--- config.mk ---
export PLATFORM = sky130hd
export DESIGN_NAME = bace_exec
export DESIGN_NICKNAME = d
export VERILOG_FILES = /design/src/bace_pkg.sv /design/src/bace_exec.sv /design/src/bace_compare.sv
export VERILOG_INCLUDE_DIRS = /design/src
export SDC_FILE = /design/constraint.sdc
export NUM_CORES = 1
export LEC_CHECK = 0
export BUFFER_PORTS_ARGS = -buffer_cell sky130_fd_sc_hd__buf_4
export CAP_MARGIN = 20
export CORE_UTILIZATION = 50
export DETAILED_ROUTE_END_ITERATION = 7
export GPL_ROUTABILITY_DRIVEN = 1
export PLACE_DENSITY = 0.71
export SLEW_MARGIN = 20
export SYNTH_ARGS = -nofsm -noshare
export SYNTH_HDL_FRONTEND = slang
export SYNTH_SLANG_ARGS = --single-unit
--- constraint.sdc ---
create_clock -name clk_i -period 4.05 [get_ports clk_i]
set_input_delay 0.405 -clock clk_i [delete_from_list [all_inputs] [get_ports clk_i]]
set_output_delay 0.405 -clock clk_i [all_outputs]
set_load 0.02 [all_outputs]
--- src/bace_consts.svh ---
`ifndef BACE_CONSTS_SVH
`define BACE_CONSTS_SVH
// register offsets (byte addresses, one word each)
`define BACE_ADR_CTRL     8'h00
`define BACE_ADR_OPA      8'h04
`define BACE_ADR_OPB      8'h08
`define BACE_ADR_PC       8'h0c
`define BACE_ADR_ACC      8'h10
`define BACE_ADR_FLAGS    8'h14
`define BACE_ADR_STAT     8'h18
`define BACE_ADR_RES      8'h1c
// control register fields
`define BACE_CTRL_GO      0
`define BACE_CTRL_OP_LO   4
`define BACE_CTRL_OP_W    4
`define BACE_CTRL_WID_LO  8
`define BACE_CTRL_NATIVE  10
`define BACE_CTRL_PREFIX  11
`define BACE_CTRL_BITSEL  12
`define BACE_CTRL_PORTTGT 15
`define BACE_CTRL_SRCMODE 16
`define BACE_CTRL_ONEFILL 18
`define BACE_CTRL_INVSRC  19
`define BACE_CTRL_LEGACY  20
`define BACE_CTRL_DIRBIT  21
// flag layout
`define BACE_FLG_CY       4
`define BACE_FLG_AC       3
`define BACE_FLG_OV       2
`define BACE_FLG_N        1
`define BACE_FLG_Z        0
// execution timing
`define BACE_PORT_EXTRA   2'h2
`define BACE_ACK_PERIOD   1
`endif

--- src/bace_pkg.sv ---
package bace_pkg;
   typedef enum logic [3:0] {
      BACE_OP_NOP   = 4'h0,
      BACE_OP_ANLC  = 4'h1,
      BACE_OP_COMPARE_BRANCH_NE_OP  = 4'h2,
      BACE_OP_CLRA  = 4'h3,
      BACE_OP_CLRB  = 4'h4,
      BACE_OP_CMP   = 4'h5,
      BACE_OP_CPLA  = 4'h6
   } bace_op_t;
   typedef enum logic [1:0] {
      BACE_W8  = 2'h0,
      BACE_W16 = 2'h1,
      BACE_W32 = 2'h2
   } bace_wid_t;
   typedef enum logic [1:0] {
      BACE_ST_IDLE = 2'b00,
      BACE_ST_WAIT = 2'b01,
      BACE_ST_DONE = 2'b10
   } bace_state_t;
   typedef struct packed {
      logic cy;
      logic ac;
      logic ov;
      logic n;
      logic z;
   } bace_flags_t;
   typedef struct packed {
      logic [31:0] diff;
      bace_flags_t flg;
   } bace_cmp_t;
   typedef struct packed {
      logic [7:0]  adr;
      logic        we;
      logic [31:0] dat;
      logic [3:0]  sel;
   } bace_wb_req_t;
endpackage

--- src/bace_exec.sv ---
`timescale 1ns/1ps
`include "bace_consts.svh"
// Functional notes
// RQ1: bit AND into carry clears carry when source bit is zero.
// RQ2: inverted form uses complement of bit, stored bit untouched.
// RQ3: bit AND takes only direct bit source, changes only carry.
// RQ4: compare-branch jumps only when operands differ, operands kept.
// RQ5: branch target is pc plus three plus signed last byte.
// RQ6: compare-branch sets carry when destination below source unsigned.
// RQ7: compare-branch pairs: acc with direct/immediate, indirect/register with immediate.
// RQ8: clear accumulator zeroes it, updates negative and zero.
// RQ9: bit clear zeroes carry or direct bit; flags only for carry.
// RQ10: extended bit clear on port latch adds two states.
// RQ11: compare discards difference, destination keeps its value.
// RQ12: compare carry is borrow into top bit of top byte.
// RQ13: compare overflow on signed sign-mismatch result.
// RQ14: carry and overflow from the top byte of width used.
// RQ15: compare accepts all source modes, updates five flags.
// RQ16: complement accumulator inverts bits, updates negative and zero only.
// RQ17: compatibility map needs escape prefix for extended forms.
// RQ18: native map needs escape prefix for legacy indirect/bank forms.
// RQ19: dword compare zero- or one-extends sixteen-bit immediate.
// RQ20: negative copies result top bit, zero flags all-zero result.
module bace_exec (
   input  wire logic        clk_i,
   input  wire logic        rst_i,
   input  wire logic        wb_cyc_i,
   input  wire logic        wb_stb_i,
   input  wire logic        wb_we_i,
   input  wire logic [7:0]  wb_adr_i,
   input  wire logic [3:0]  wb_sel_i,
   input  wire logic [31:0] wb_dat_i,
   output logic      [31:0] wb_dat_o,
   output logic             wb_ack_o,
   output logic             busy_o
);
   ////////////////////////////////////////////////////////////////////////
   typedef struct packed {
      logic [31:0]          ctrl;
      logic [31:0]          opa;
      logic [31:0]          opb;
      logic [15:0]          pc;
      logic [7:0]           acc;
      bace_pkg::bace_flags_t flg;
      logic [7:0]           bits;
      logic [31:0]          res;
      logic                 taken;
      logic                 illegal;
      logic [1:0]           wait_cnt;
      bace_pkg::bace_state_t st;
      logic                 ack;
      logic [31:0]          rdat;
   } bace_state_s_t;

   bace_state_s_t s_q;
   bace_state_s_t s_d;
   bace_pkg::bace_cmp_t cmp_res;
   bace_pkg::bace_op_t  op;
   bace_pkg::bace_wid_t wid;
   logic [31:0] cmp_src;
   logic [31:0] cmp_dst;
   logic        srcbit;
   logic        legal;
   logic        hit_w;
   logic        go_ok;

   // byte-lane merge for register writes
   function automatic logic [31:0] lane_merge(input logic [31:0] old,
                                              input logic [31:0] nw,
                                              input logic [3:0]  sel);
      logic [31:0] r;
      r = old;
      for (int i = 0; i < 4; i++) begin
         if (sel[i]) begin
            r[i*8 +: 8] = nw[i*8 +: 8];
         end
      end
      return r;
   endfunction

   // negative and zero from an 8-bit result
   function automatic logic [1:0] nz8(input logic [7:0] v);
      return {v[7], v == 8'h00}; // RQ20
   endfunction

   ////////////////////////////////////////////////////////////////////////
   always_comb begin
      op  = bace_pkg::bace_op_t'(s_q.ctrl[`BACE_CTRL_OP_LO +: `BACE_CTRL_OP_W]);
      wid = bace_pkg::bace_wid_t'(s_q.ctrl[`BACE_CTRL_WID_LO +: 2]);
      // dword compare against a 16-bit immediate is extended first
      if (wid == bace_pkg::BACE_W32 && s_q.ctrl[`BACE_CTRL_SRCMODE +: 2] == 2'h2) begin
         cmp_src = {s_q.ctrl[`BACE_CTRL_ONEFILL] ? 16'hffff : 16'h0000,
                    s_q.opb[15:0]}; // RQ19
      end else begin
         cmp_src = s_q.opb;
      end
      cmp_dst = (op == bace_pkg::BACE_OP_COMPARE_BRANCH_NE_OP) ? {24'h000000, s_q.opa[7:0]} : s_q.opa;
      // operand bit, complemented view only; stored bit never written
      srcbit = s_q.bits[s_q.ctrl[`BACE_CTRL_BITSEL +: 3]] ^ s_q.ctrl[`BACE_CTRL_INVSRC]; // RQ2
      // escape prefix: compatibility map wants it on extended forms,
      // native map wants it on legacy indirect/bank forms
      if (s_q.ctrl[`BACE_CTRL_NATIVE]) begin
         legal = !s_q.ctrl[`BACE_CTRL_LEGACY] || s_q.ctrl[`BACE_CTRL_PREFIX]; // RQ18
      end else begin
         legal = s_q.ctrl[`BACE_CTRL_LEGACY] || s_q.ctrl[`BACE_CTRL_PREFIX]; // RQ17
      end
   end

   bace_compare u_cmp (
      .dst_i (cmp_dst),
      .src_i (cmp_src),
      .wid_i ((op == bace_pkg::BACE_OP_COMPARE_BRANCH_NE_OP) ? bace_pkg::BACE_W8 : wid),
      .res_o (cmp_res)
   );

   ////////////////////////////////////////////////////////////////////////
   always_comb begin
      logic hit;
      logic [1:0] nz;
      hit = wb_cyc_i && wb_stb_i && !s_q.ack;
      nz  = 2'b00;
      s_d = s_q;
      s_d.ack = hit;
      s_d.ctrl[`BACE_CTRL_GO] = 1'b0;
      // register writes
      if (hit && wb_we_i) begin
         case (wb_adr_i)
            `BACE_ADR_CTRL:  s_d.ctrl = lane_merge(s_q.ctrl, wb_dat_i, wb_sel_i);
            `BACE_ADR_OPA:   s_d.opa  = lane_merge(s_q.opa, wb_dat_i, wb_sel_i);
            `BACE_ADR_OPB:   s_d.opb  = lane_merge(s_q.opb, wb_dat_i, wb_sel_i);
            `BACE_ADR_PC: begin
               if (wb_sel_i[0]) s_d.pc[7:0] = wb_dat_i[7:0];
               if (wb_sel_i[1]) s_d.pc[15:8] = wb_dat_i[15:8];
            end
            `BACE_ADR_ACC: begin
               if (wb_sel_i[0]) s_d.acc = wb_dat_i[7:0];
               if (wb_sel_i[1]) s_d.bits = wb_dat_i[15:8];
            end
            `BACE_ADR_FLAGS: if (wb_sel_i[0]) s_d.flg = wb_dat_i[4:0];
            default: ;
         endcase
      end
      // reads
      case (wb_adr_i)
         `BACE_ADR_CTRL:  s_d.rdat = s_q.ctrl;
         `BACE_ADR_OPA:   s_d.rdat = s_q.opa;
         `BACE_ADR_OPB:   s_d.rdat = s_q.opb;
         `BACE_ADR_PC:    s_d.rdat = {16'h0000, s_q.pc};
         `BACE_ADR_ACC:   s_d.rdat = {16'h0000, s_q.bits, s_q.acc};
         `BACE_ADR_FLAGS: s_d.rdat = {27'h0000000, s_q.flg};
         `BACE_ADR_STAT:  s_d.rdat = {28'h0000000, s_q.illegal, s_q.taken,
                                      s_q.st != bace_pkg::BACE_ST_IDLE, 1'b0};
         `BACE_ADR_RES:   s_d.rdat = s_q.res;
         default:         s_d.rdat = 32'h0000_0000;
      endcase
      // execution
      case (s_q.st)
         bace_pkg::BACE_ST_IDLE: begin
            if (s_q.ctrl[`BACE_CTRL_GO]) begin
               s_d.illegal = !legal;
               s_d.taken   = 1'b0;
               s_d.st      = bace_pkg::BACE_ST_DONE;
               if (legal) begin
                  case (op)
                     bace_pkg::BACE_OP_ANLC: begin
                        // only direct bit source accepted; only carry changes
                        if (!s_q.ctrl[`BACE_CTRL_DIRBIT]) begin
                           s_d.illegal = 1'b1; // RQ3
                        end else if (!srcbit) begin
                           s_d.flg.cy = 1'b0; // RQ1
                        end
                     end
                     bace_pkg::BACE_OP_COMPARE_BRANCH_NE_OP: begin
                        // four pairings: acc/dir, acc/imm, ind/imm, reg/imm; opa not written
                        s_d.pc = s_q.pc + 16'h0003; // RQ5 RQ7
                        if (cmp_res.diff[7:0] != 8'h00) begin
                           s_d.pc = s_q.pc + 16'h0003 + {{8{s_q.opb[15]}}, s_q.opb[15:8]}; // RQ4 RQ5
                           s_d.taken = 1'b1;
                        end
                        s_d.flg.cy = cmp_res.flg.cy; // RQ6
                     end
                     bace_pkg::BACE_OP_CLRA: begin
                        s_d.acc = 8'h00; // RQ8
                        nz = nz8(8'h00);
                        s_d.flg.n = nz[1];
                        s_d.flg.z = nz[0];
                     end
                     bace_pkg::BACE_OP_CLRB: begin
                        if (s_q.ctrl[`BACE_CTRL_DIRBIT]) begin
                           s_d.bits[s_q.ctrl[`BACE_CTRL_BITSEL +: 3]] = 1'b0; // RQ9
                           // port latch targets take two extra states
                           if (s_q.ctrl[`BACE_CTRL_PORTTGT]) begin
                              s_d.wait_cnt = `BACE_PORT_EXTRA; // RQ10
                              s_d.st = bace_pkg::BACE_ST_WAIT;
                           end
                        end else begin
                           s_d.flg.cy = 1'b0; // RQ9
                        end
                     end
                     bace_pkg::BACE_OP_CMP: begin
                        // difference kept for observation only, opa untouched
                        s_d.res = cmp_res.diff; // RQ11
                        s_d.flg = cmp_res.flg; // RQ15
                     end
                     bace_pkg::BACE_OP_CPLA: begin
                        s_d.acc = ~s_q.acc; // RQ16
                        nz = nz8(~s_q.acc);
                        s_d.flg.n = nz[1];
                        s_d.flg.z = nz[0];
                     end
                     default: s_d.illegal = 1'b1;
                  endcase
               end
            end
         end
         bace_pkg::BACE_ST_WAIT: begin
            s_d.wait_cnt = s_q.wait_cnt - 2'h1;
            if (s_q.wait_cnt == 2'h1) begin
               s_d.st = bace_pkg::BACE_ST_DONE;
            end
         end
         bace_pkg::BACE_ST_DONE: s_d.st = bace_pkg::BACE_ST_IDLE;
         default: s_d.st = bace_pkg::BACE_ST_IDLE;
      endcase
   end

   always_ff @(posedge clk_i) begin
      if (rst_i) begin
         s_q <= '0;
      end else begin
         s_q <= s_d;
      end
   end

   assign wb_ack_o = s_q.ack;
   assign wb_dat_o = s_q.rdat;
   assign busy_o   = s_q.st != bace_pkg::BACE_ST_IDLE;
   // check helpers: a write strobe, and a legal instruction starting
   assign hit_w    = wb_cyc_i && wb_stb_i && wb_we_i && !s_q.ack;
   assign go_ok    = s_q.st == bace_pkg::BACE_ST_IDLE && s_q.ctrl[`BACE_CTRL_GO] && legal;

   ////////////////////////////////////////////////////////////////////////
   a_anl_clear_cy: assert property (@(posedge clk_i) disable iff (rst_i) // RQ1
      (s_q.st == bace_pkg::BACE_ST_IDLE && s_q.ctrl[0] && legal
       && op == bace_pkg::BACE_OP_ANLC && s_q.ctrl[`BACE_CTRL_DIRBIT])
      |=> (s_q.flg.cy == ($past(s_q.flg.cy) && $past(srcbit))))
      else $error("bit and carry wrong");

   a_anl_only_cy: assert property (@(posedge clk_i) disable iff (rst_i) // RQ3
      (s_q.st == bace_pkg::BACE_ST_IDLE && s_q.ctrl[0]
       && op == bace_pkg::BACE_OP_ANLC)
      |=> $stable(s_q.flg[3:0]) && $stable(s_q.bits))
      else $error("bit and touched other state");

   a_compare_branch_ne_op_target: assert property (@(posedge clk_i) disable iff (rst_i) // RQ5
      (s_q.st == bace_pkg::BACE_ST_IDLE && s_q.ctrl[0] && legal
       && op == bace_pkg::BACE_OP_COMPARE_BRANCH_NE_OP && !(hit_w))
      |=> s_q.pc == $past(s_q.pc) + 16'h0003
          + (s_q.taken ? {{8{$past(s_q.opb[15])}}, $past(s_q.opb[15:8])} : 16'h0000))
      else $error("branch target wrong");

   a_compare_branch_ne_op_carry: assert property (@(posedge clk_i) disable iff (rst_i) // RQ6
      (s_q.st == bace_pkg::BACE_ST_IDLE && s_q.ctrl[0] && legal
       && op == bace_pkg::BACE_OP_COMPARE_BRANCH_NE_OP)
      |=> s_q.flg.cy == ($past(s_q.opa[7:0]) < $past(cmp_src[7:0]))
          && s_q.taken == ($past(s_q.opa[7:0]) != $past(cmp_src[7:0])))
      else $error("branch carry or decision wrong");

   a_clra_zero: assert property (@(posedge clk_i) disable iff (rst_i) // RQ8
      (s_q.st == bace_pkg::BACE_ST_IDLE && s_q.ctrl[0] && legal
       && op == bace_pkg::BACE_OP_CLRA && !hit_w)
      |=> s_q.acc == 8'h00 && s_q.flg.z && !s_q.flg.n)
      else $error("clear accumulator wrong");

   a_port_extra: assert property (@(posedge clk_i) disable iff (rst_i) // RQ10
      (s_q.st == bace_pkg::BACE_ST_IDLE && s_q.ctrl[0] && legal
       && op == bace_pkg::BACE_OP_CLRB && s_q.ctrl[`BACE_CTRL_DIRBIT]
       && s_q.ctrl[`BACE_CTRL_PORTTGT])
      |=> busy_o [*3] ##1 !busy_o)
      else $error("port clear timing wrong");

   a_cmp_keeps: assert property (@(posedge clk_i) disable iff (rst_i) // RQ11
      (s_q.st == bace_pkg::BACE_ST_IDLE && s_q.ctrl[0] && legal
       && op == bace_pkg::BACE_OP_CMP && !hit_w)
      |=> $stable(s_q.opa) && s_q.res == $past(s_q.opa) - $past(cmp_src))
      else $error("compare result wrong");

   a_cpla_inv: assert property (@(posedge clk_i) disable iff (rst_i) // RQ16
      (s_q.st == bace_pkg::BACE_ST_IDLE && s_q.ctrl[0] && legal
       && op == bace_pkg::BACE_OP_CPLA && !hit_w)
      |=> s_q.acc == ~$past(s_q.acc) && $stable(s_q.flg[4:2]))
      else $error("complement accumulator wrong");

   a_prefix_gate: assert property (@(posedge clk_i) disable iff (rst_i) // RQ17 RQ18
      (s_q.st == bace_pkg::BACE_ST_IDLE && s_q.ctrl[0] && !legal)
      |=> s_q.illegal && $stable(s_q.acc))
      else $error("missing prefix not refused");

   a_clrb_carry: assert property (@(posedge clk_i) disable iff (rst_i) // RQ9
      (go_ok && op == bace_pkg::BACE_OP_CLRB && !s_q.ctrl[`BACE_CTRL_DIRBIT])
      |=> !s_q.flg.cy && $stable(s_q.flg[3:0]) && $stable(s_q.bits))
      else $error("carry clear wrong");

   a_clrb_bit: assert property (@(posedge clk_i) disable iff (rst_i) // RQ9
      (go_ok && op == bace_pkg::BACE_OP_CLRB && s_q.ctrl[`BACE_CTRL_DIRBIT])
      |=> !s_q.bits[$past(s_q.ctrl[`BACE_CTRL_BITSEL +: 3])] && $stable(s_q.flg))
      else $error("bit clear wrong");

   a_cmp_cy8: assert property (@(posedge clk_i) disable iff (rst_i) // RQ12 RQ14
      (go_ok && op == bace_pkg::BACE_OP_CMP && wid == bace_pkg::BACE_W8)
      |=> s_q.flg.cy == ($past(s_q.opa[7:0]) < $past(cmp_src[7:0])))
      else $error("byte compare carry wrong");

   a_cmp_ov32: assert property (@(posedge clk_i) disable iff (rst_i) // RQ13
      (go_ok && op == bace_pkg::BACE_OP_CMP && wid == bace_pkg::BACE_W32)
      |=> s_q.flg.ov == ($past(s_q.opa[31]) != $past(cmp_src[31])
                         && s_q.res[31] != $past(s_q.opa[31])))
      else $error("compare overflow wrong");

   a_cmp_nz32: assert property (@(posedge clk_i) disable iff (rst_i) // RQ20
      (go_ok && op == bace_pkg::BACE_OP_CMP && wid == bace_pkg::BACE_W32)
      |=> s_q.flg.n == s_q.res[31] && s_q.flg.z == (s_q.res == 32'h0000_0000))
      else $error("compare sign or zero wrong");

   a_dword_fill: assert property (@(posedge clk_i) disable iff (rst_i) // RQ19
      (go_ok && op == bace_pkg::BACE_OP_CMP && wid == bace_pkg::BACE_W32
       && s_q.ctrl[`BACE_CTRL_SRCMODE +: 2] == 2'h2)
      |=> s_q.res == $past(s_q.opa)
          - {{16{$past(s_q.ctrl[`BACE_CTRL_ONEFILL])}}, $past(s_q.opb[15:0])})
      else $error("immediate fill wrong");

   a_compare_branch_ne_op_keeps: assert property (@(posedge clk_i) disable iff (rst_i) // RQ4
      (go_ok && op == bace_pkg::BACE_OP_COMPARE_BRANCH_NE_OP && !hit_w)
      |=> $stable(s_q.opa) && $stable(s_q.opb))
      else $error("branch touched its operands");

   a_anl_dir_only: assert property (@(posedge clk_i) disable iff (rst_i) // RQ3
      (go_ok && op == bace_pkg::BACE_OP_ANLC && !s_q.ctrl[`BACE_CTRL_DIRBIT])
      |=> s_q.illegal && $stable(s_q.flg))
      else $error("bit and took a carry source");

   a_cpla_nz: assert property (@(posedge clk_i) disable iff (rst_i) // RQ16 RQ20
      (go_ok && op == bace_pkg::BACE_OP_CPLA && !hit_w)
      |=> s_q.flg.n == s_q.acc[7] && s_q.flg.z == (s_q.acc == 8'h00))
      else $error("complement flags wrong");

   a_busy_once: assert property (@(posedge clk_i) disable iff (rst_i) // RQ10
      (s_q.st == bace_pkg::BACE_ST_IDLE && s_q.ctrl[`BACE_CTRL_GO]
       && !(legal && op == bace_pkg::BACE_OP_CLRB && s_q.ctrl[`BACE_CTRL_DIRBIT]
            && s_q.ctrl[`BACE_CTRL_PORTTGT]))
      |=> busy_o ##1 !busy_o)
      else $error("plain instruction timing wrong");
endmodule

--- src/bace_compare.sv ---
`timescale 1ns/1ps
`include "bace_consts.svh"
// width-selectable subtractor, difference and flags
module bace_compare (
   input  wire logic              [31:0] dst_i,
   input  wire logic              [31:0] src_i,
   input  wire bace_pkg::bace_wid_t      wid_i,
   output bace_pkg::bace_cmp_t           res_o
);
   logic [32:0] d;
   logic [4:0]  lo;
   logic        sd;
   logic        ss;
   logic        sr;
   always_comb begin
      d  = {1'b0, dst_i} - {1'b0, src_i};
      lo = {1'b0, dst_i[3:0]} - {1'b0, src_i[3:0]};
      res_o.diff = d[31:0];
      res_o.flg.ac = lo[4];
      case (wid_i)
         bace_pkg::BACE_W8: begin
            // carry and overflow from the top byte of the width in use
            res_o.flg.cy = dst_i[7:0] < src_i[7:0]; // RQ12 RQ14
            sd = dst_i[7];
            ss = src_i[7];
            sr = d[7];
            res_o.flg.z = d[7:0] == 8'h00;
         end
         bace_pkg::BACE_W16: begin
            res_o.flg.cy = dst_i[15:0] < src_i[15:0]; // RQ14
            sd = dst_i[15];
            ss = src_i[15];
            sr = d[15];
            res_o.flg.z = d[15:0] == 16'h0000;
         end
         default: begin
            res_o.flg.cy = d[32]; // RQ14
            sd = dst_i[31];
            ss = src_i[31];
            sr = d[31];
            res_o.flg.z = d[31:0] == 32'h0000_0000;
         end
      endcase
      res_o.flg.ov = (sd != ss) && (sr != sd); // RQ13
      res_o.flg.n  = sr; // RQ20
   end
endmodule

==> results by group <==
Status
  – Status: completed

Setup path
  – Crit start category: flip-flop
  – Worst Path Arrival: 4.23 ns
  – Reg-to-reg endpoint: s_q[80]$_SDFF_PP0_
  – Buf+Inv Stages, Crit Path: 1
  – Critical path type: flip-flop to flip-flop
  – Worst path max stage delay: 0.43 ns
  – Largest delay share family, worst path: simple AND/OR/NAND/NOR gates
  – Worst path required time: 4.40 ns
  – Reg2reg path depth: 15
  – Crit. End Element: flip-flop
  – Crit-path slowest cell: or3b_1
  – R2R setup slack: 0.17 ns
  – Cell Chain, Critical Path: nand2b_1 -> or3_4 -> buf_6 -> and2_1 -> ha_1 -> or2_2 -> a21oi_1 -> o31ai_1 -> and3_1 -> or3b_1 -> a221oi_2 -> mux2i_1 -> a21oi_2 -> a211oi_2 -> a311oi_1
  – Reg-to-reg startpoint: op[0]$_SDFFE_PP0P_
  – Critical path fanouts, max: 16

Place
  – Routability cong.: 0.977
  – DPL Wire Length: 26900 um
  – IO buf count: 82
  – Dpl cells: 1762
  – Placed cell area: 0.0128 mm^2
  – Setup WS pre-CTS: 0.0793 ns

Synthesis
  – Number of library cell types mapped by synthesis: 72
  – Yosys warnings: 0
  – Post-synth EDFFs: 0
  – Top cell type's share of synthesized area: 34.4%
  – Synth area leaders: dfxtp_1 34%, mux2i_1 11%, nor2_1 6.3%, ha_1 5.3%, a22oi_1 5.2%
  – Mapped Cells: 1417
  – Seq cells post-synth: 204
  – Area leader, netlist: dfxtp_1
  – Syn_nets: 1518
  – Cell Area, Synth: 0.0119 mm^2
  – Avg Inst Size Synth: 8.39 um^2
  – Synth Flop Type: dfxtp_1
  – Synth async-reset ratio: 0%
  – Post-synthesis sequential area ratio: 34.4%

Timing
  – Fmax: 258 MHz
  – Final setup fails: 0
  – Max-slew violations: 0
  – Clock skew: 0.0112 ns
  – Post-route setup TNS: 0 ns
  – Worst slew pin tran: 1.03 ns
  – Final-report hold violation count: 0
  – Worst hold slack: 0.139 ns
  – Min Tclk post-route: 3.88 ns
  – Slew HR: 31.0%
  – Setup WS post-layout: 0.170 ns
  – Final period util: 95.8%

Run
  – Max cap viols: 0

Global route
  – Initial antenna violation count: 1
  – Met1 usage in global routing: 40.4%
  – Most used routing layer: met2
  – First-pass GRT wire length: 57400 um
  – Met3 Use GR: 4.61%
  – Grt ovf: 0
  – Met2 usage: 48.8%
  – GRT Overall Usage: 30.2%
  – Largest net degree at the start of global routing: 96
  – Vias in the first global route: 10428

Finish
  – P&R area growth vs syn: 14.4%
  – Final core area utilization: 58.1%
  – Layout cell share with drive strength beyond 1: 14.6%
  – Final Non-Filler Cells: 1805
  – Antenna diodes: 0
  – Final #Nets: 1571
  – Cell area after layout: 0.0136 mm^2

Clock tree
  – CTS Buffer Depth: 3
  – CTS tree: yes
  – Worst-Skew Late Latency: 0.52 ns
  – Clock root cell: clkbuf_16
  – Sink Count: 204
  – H-tree levels: 1
  – Clock transition at the registers of the reported paths: 0.07 ns
  – Num CTS Buffers: 24

Drt
  – Drt pass-1 iters: 7
  – Avg WL per Cell: 20.3 um
  – Drt via density: 6.11
  – Drt initial violations: 1049
  – Total routed wirelength: 36700 um
  – DRC: 0
  – Remaining antenna violation count: 0
  – Vias: 11028

Die
  – Die H: 156 um
  – I/O pin count: 83
  – Die width: 156 um
  – Initial Util: 50.8%
  – Die area: 0.0244 mm^2
  – CORE AREA: 0.0234 mm^2
  – Site Rows: 56

Min path
  – Hold Path Origin: wb_dat_i[18]
  – Hold Crit Class: input port to flip-flop
  – Min-Delay Path Depth: 3
  – Hold Path End: s_q[190]$_SDFFE_PP0P_

Pwr
  – Max IR drop VDD: 361 uV
  – Power Density: 308 mW/mm^2
  – P_leak: 4.94 nW
  – Pwr Total: 4.20 mW
## synthesized netlist by cell type (all sizes together), types with 11 or more instances
cell,n
nor2,208
dfxtp,204
mux2i,127
a21oi,124
nand2,98
a22oi,83
clkbuf,79
ha,50
buf,35
xnor2,33
inv,31
nor3,28
and2,27
xor2,27
a211oi,26
o21ai,24
a31oi,22
a21o,18
and3,14
nand3,12
nand2b,11
nand4,11
## power breakdown
| group | switching (mW) | internal [mW] |
|---|---|---|
| combinational | 0.0800 | 0.0443 |
| clock | 0.848 | 1.22 |
| sequential | 0.000566 | 2.01 |
## worst min-delay path: stages
cell and delay (ns):
buf_4 0.09, mux2i_1 0.06, nor2_1 0.07
## layout by cell type, fill, tap and decap left out, types with 8 or more instances in the layout
master,netlist,layout
nor2_1,201,199
a211oi_1,26,25
a21oi_1,124,122
and2_1,27,27
nor3_1,26,24
or3_1,9,8
nor2_2,7,9
ha_1,50,50
a31oi_1,22,22
dfxtp_1,204,204
nand4_1,11,11
and3_1,14,14
xor2_1,27,27
a22oi_1,83,83
nor2b_1,9,8
buf_4,32,140
o21ai_0,22,21
nand2_1,98,98
nand2b_1,11,11
nand3_1,12,12
xnor2_1,33,33
a21o_1,18,18
clkbuf_16,0,25
inv_1,31,31
o22a_1,9,9
mux2i_1,127,127
## layer usage
metal,up-vias,wire length [um]
met4,2,1190
li1,5183,-
met1,5304,15900
met2,460,16800
met3,79,2800
met5,-,13
## timing repair
action                                  in CTS  in global routing
endpoints found under the setup margin       0                  4
hold buffers                                 0                  0
buffers inserted                             0                  1
gates resized for setup                      0                  9
## how the worst max path moves through the flow
stage          cells past startpoint  slack, ns                 end                   from
3_5_place_dp                      15       0.08  s_q[80]$_SDFF_PP0_     op[0]$_SDFFE_PP0P_
4_1_cts                           15       0.05  s_q[80]$_SDFF_PP0_     op[0]$_SDFFE_PP0P_
5_1_grt                           16      -0.02  s_q[79]$_SDFF_PP0_     op[0]$_SDFFE_PP0P_
2_1_floorplan                     18       0.03  s_q[79]$_SDFF_PP0_  s_q[181]$_SDFFE_PP0P_
3_3_place_gp                      15       0.18  s_q[80]$_SDFF_PP0_     op[0]$_SDFFE_PP0P_
6_report                          15       0.17  s_q[80]$_SDFF_PP0_     op[0]$_SDFFE_PP0P_
## sequential cells by signal, summed over array words and instances, names as in the netlist
name,flops
op,4
s_q,167
wb_ack_o,1
wb_dat_o,32
## cell type report
type | count | area, um^2
clock inverters | 6 | 35.0
well taps | 319 | 399
inverters | 31 | 116
flip-flops and latches | 204 | 4080
fillers | 2180 | 9800
multi-input cells | 1068 | 7190
clock buffers | 36 | 717
repair buffers | 141 | 1060
## kinds of logic after synthesis
family / count (synthesis) / synth area share, %
DFF: 204 / 34.4
adders and majority gates: 52 / 5.60
and+or+nand+nor: 455 / 17.7
muxes: 135 / 11.6
AOI/OAI and AO/OA: 366 / 20.7
xor gates and xnor gates: 60 / 4.42
buffers and inverters: 145 / 5.60
No activity file was read; power rests on OpenSTA's default activity.
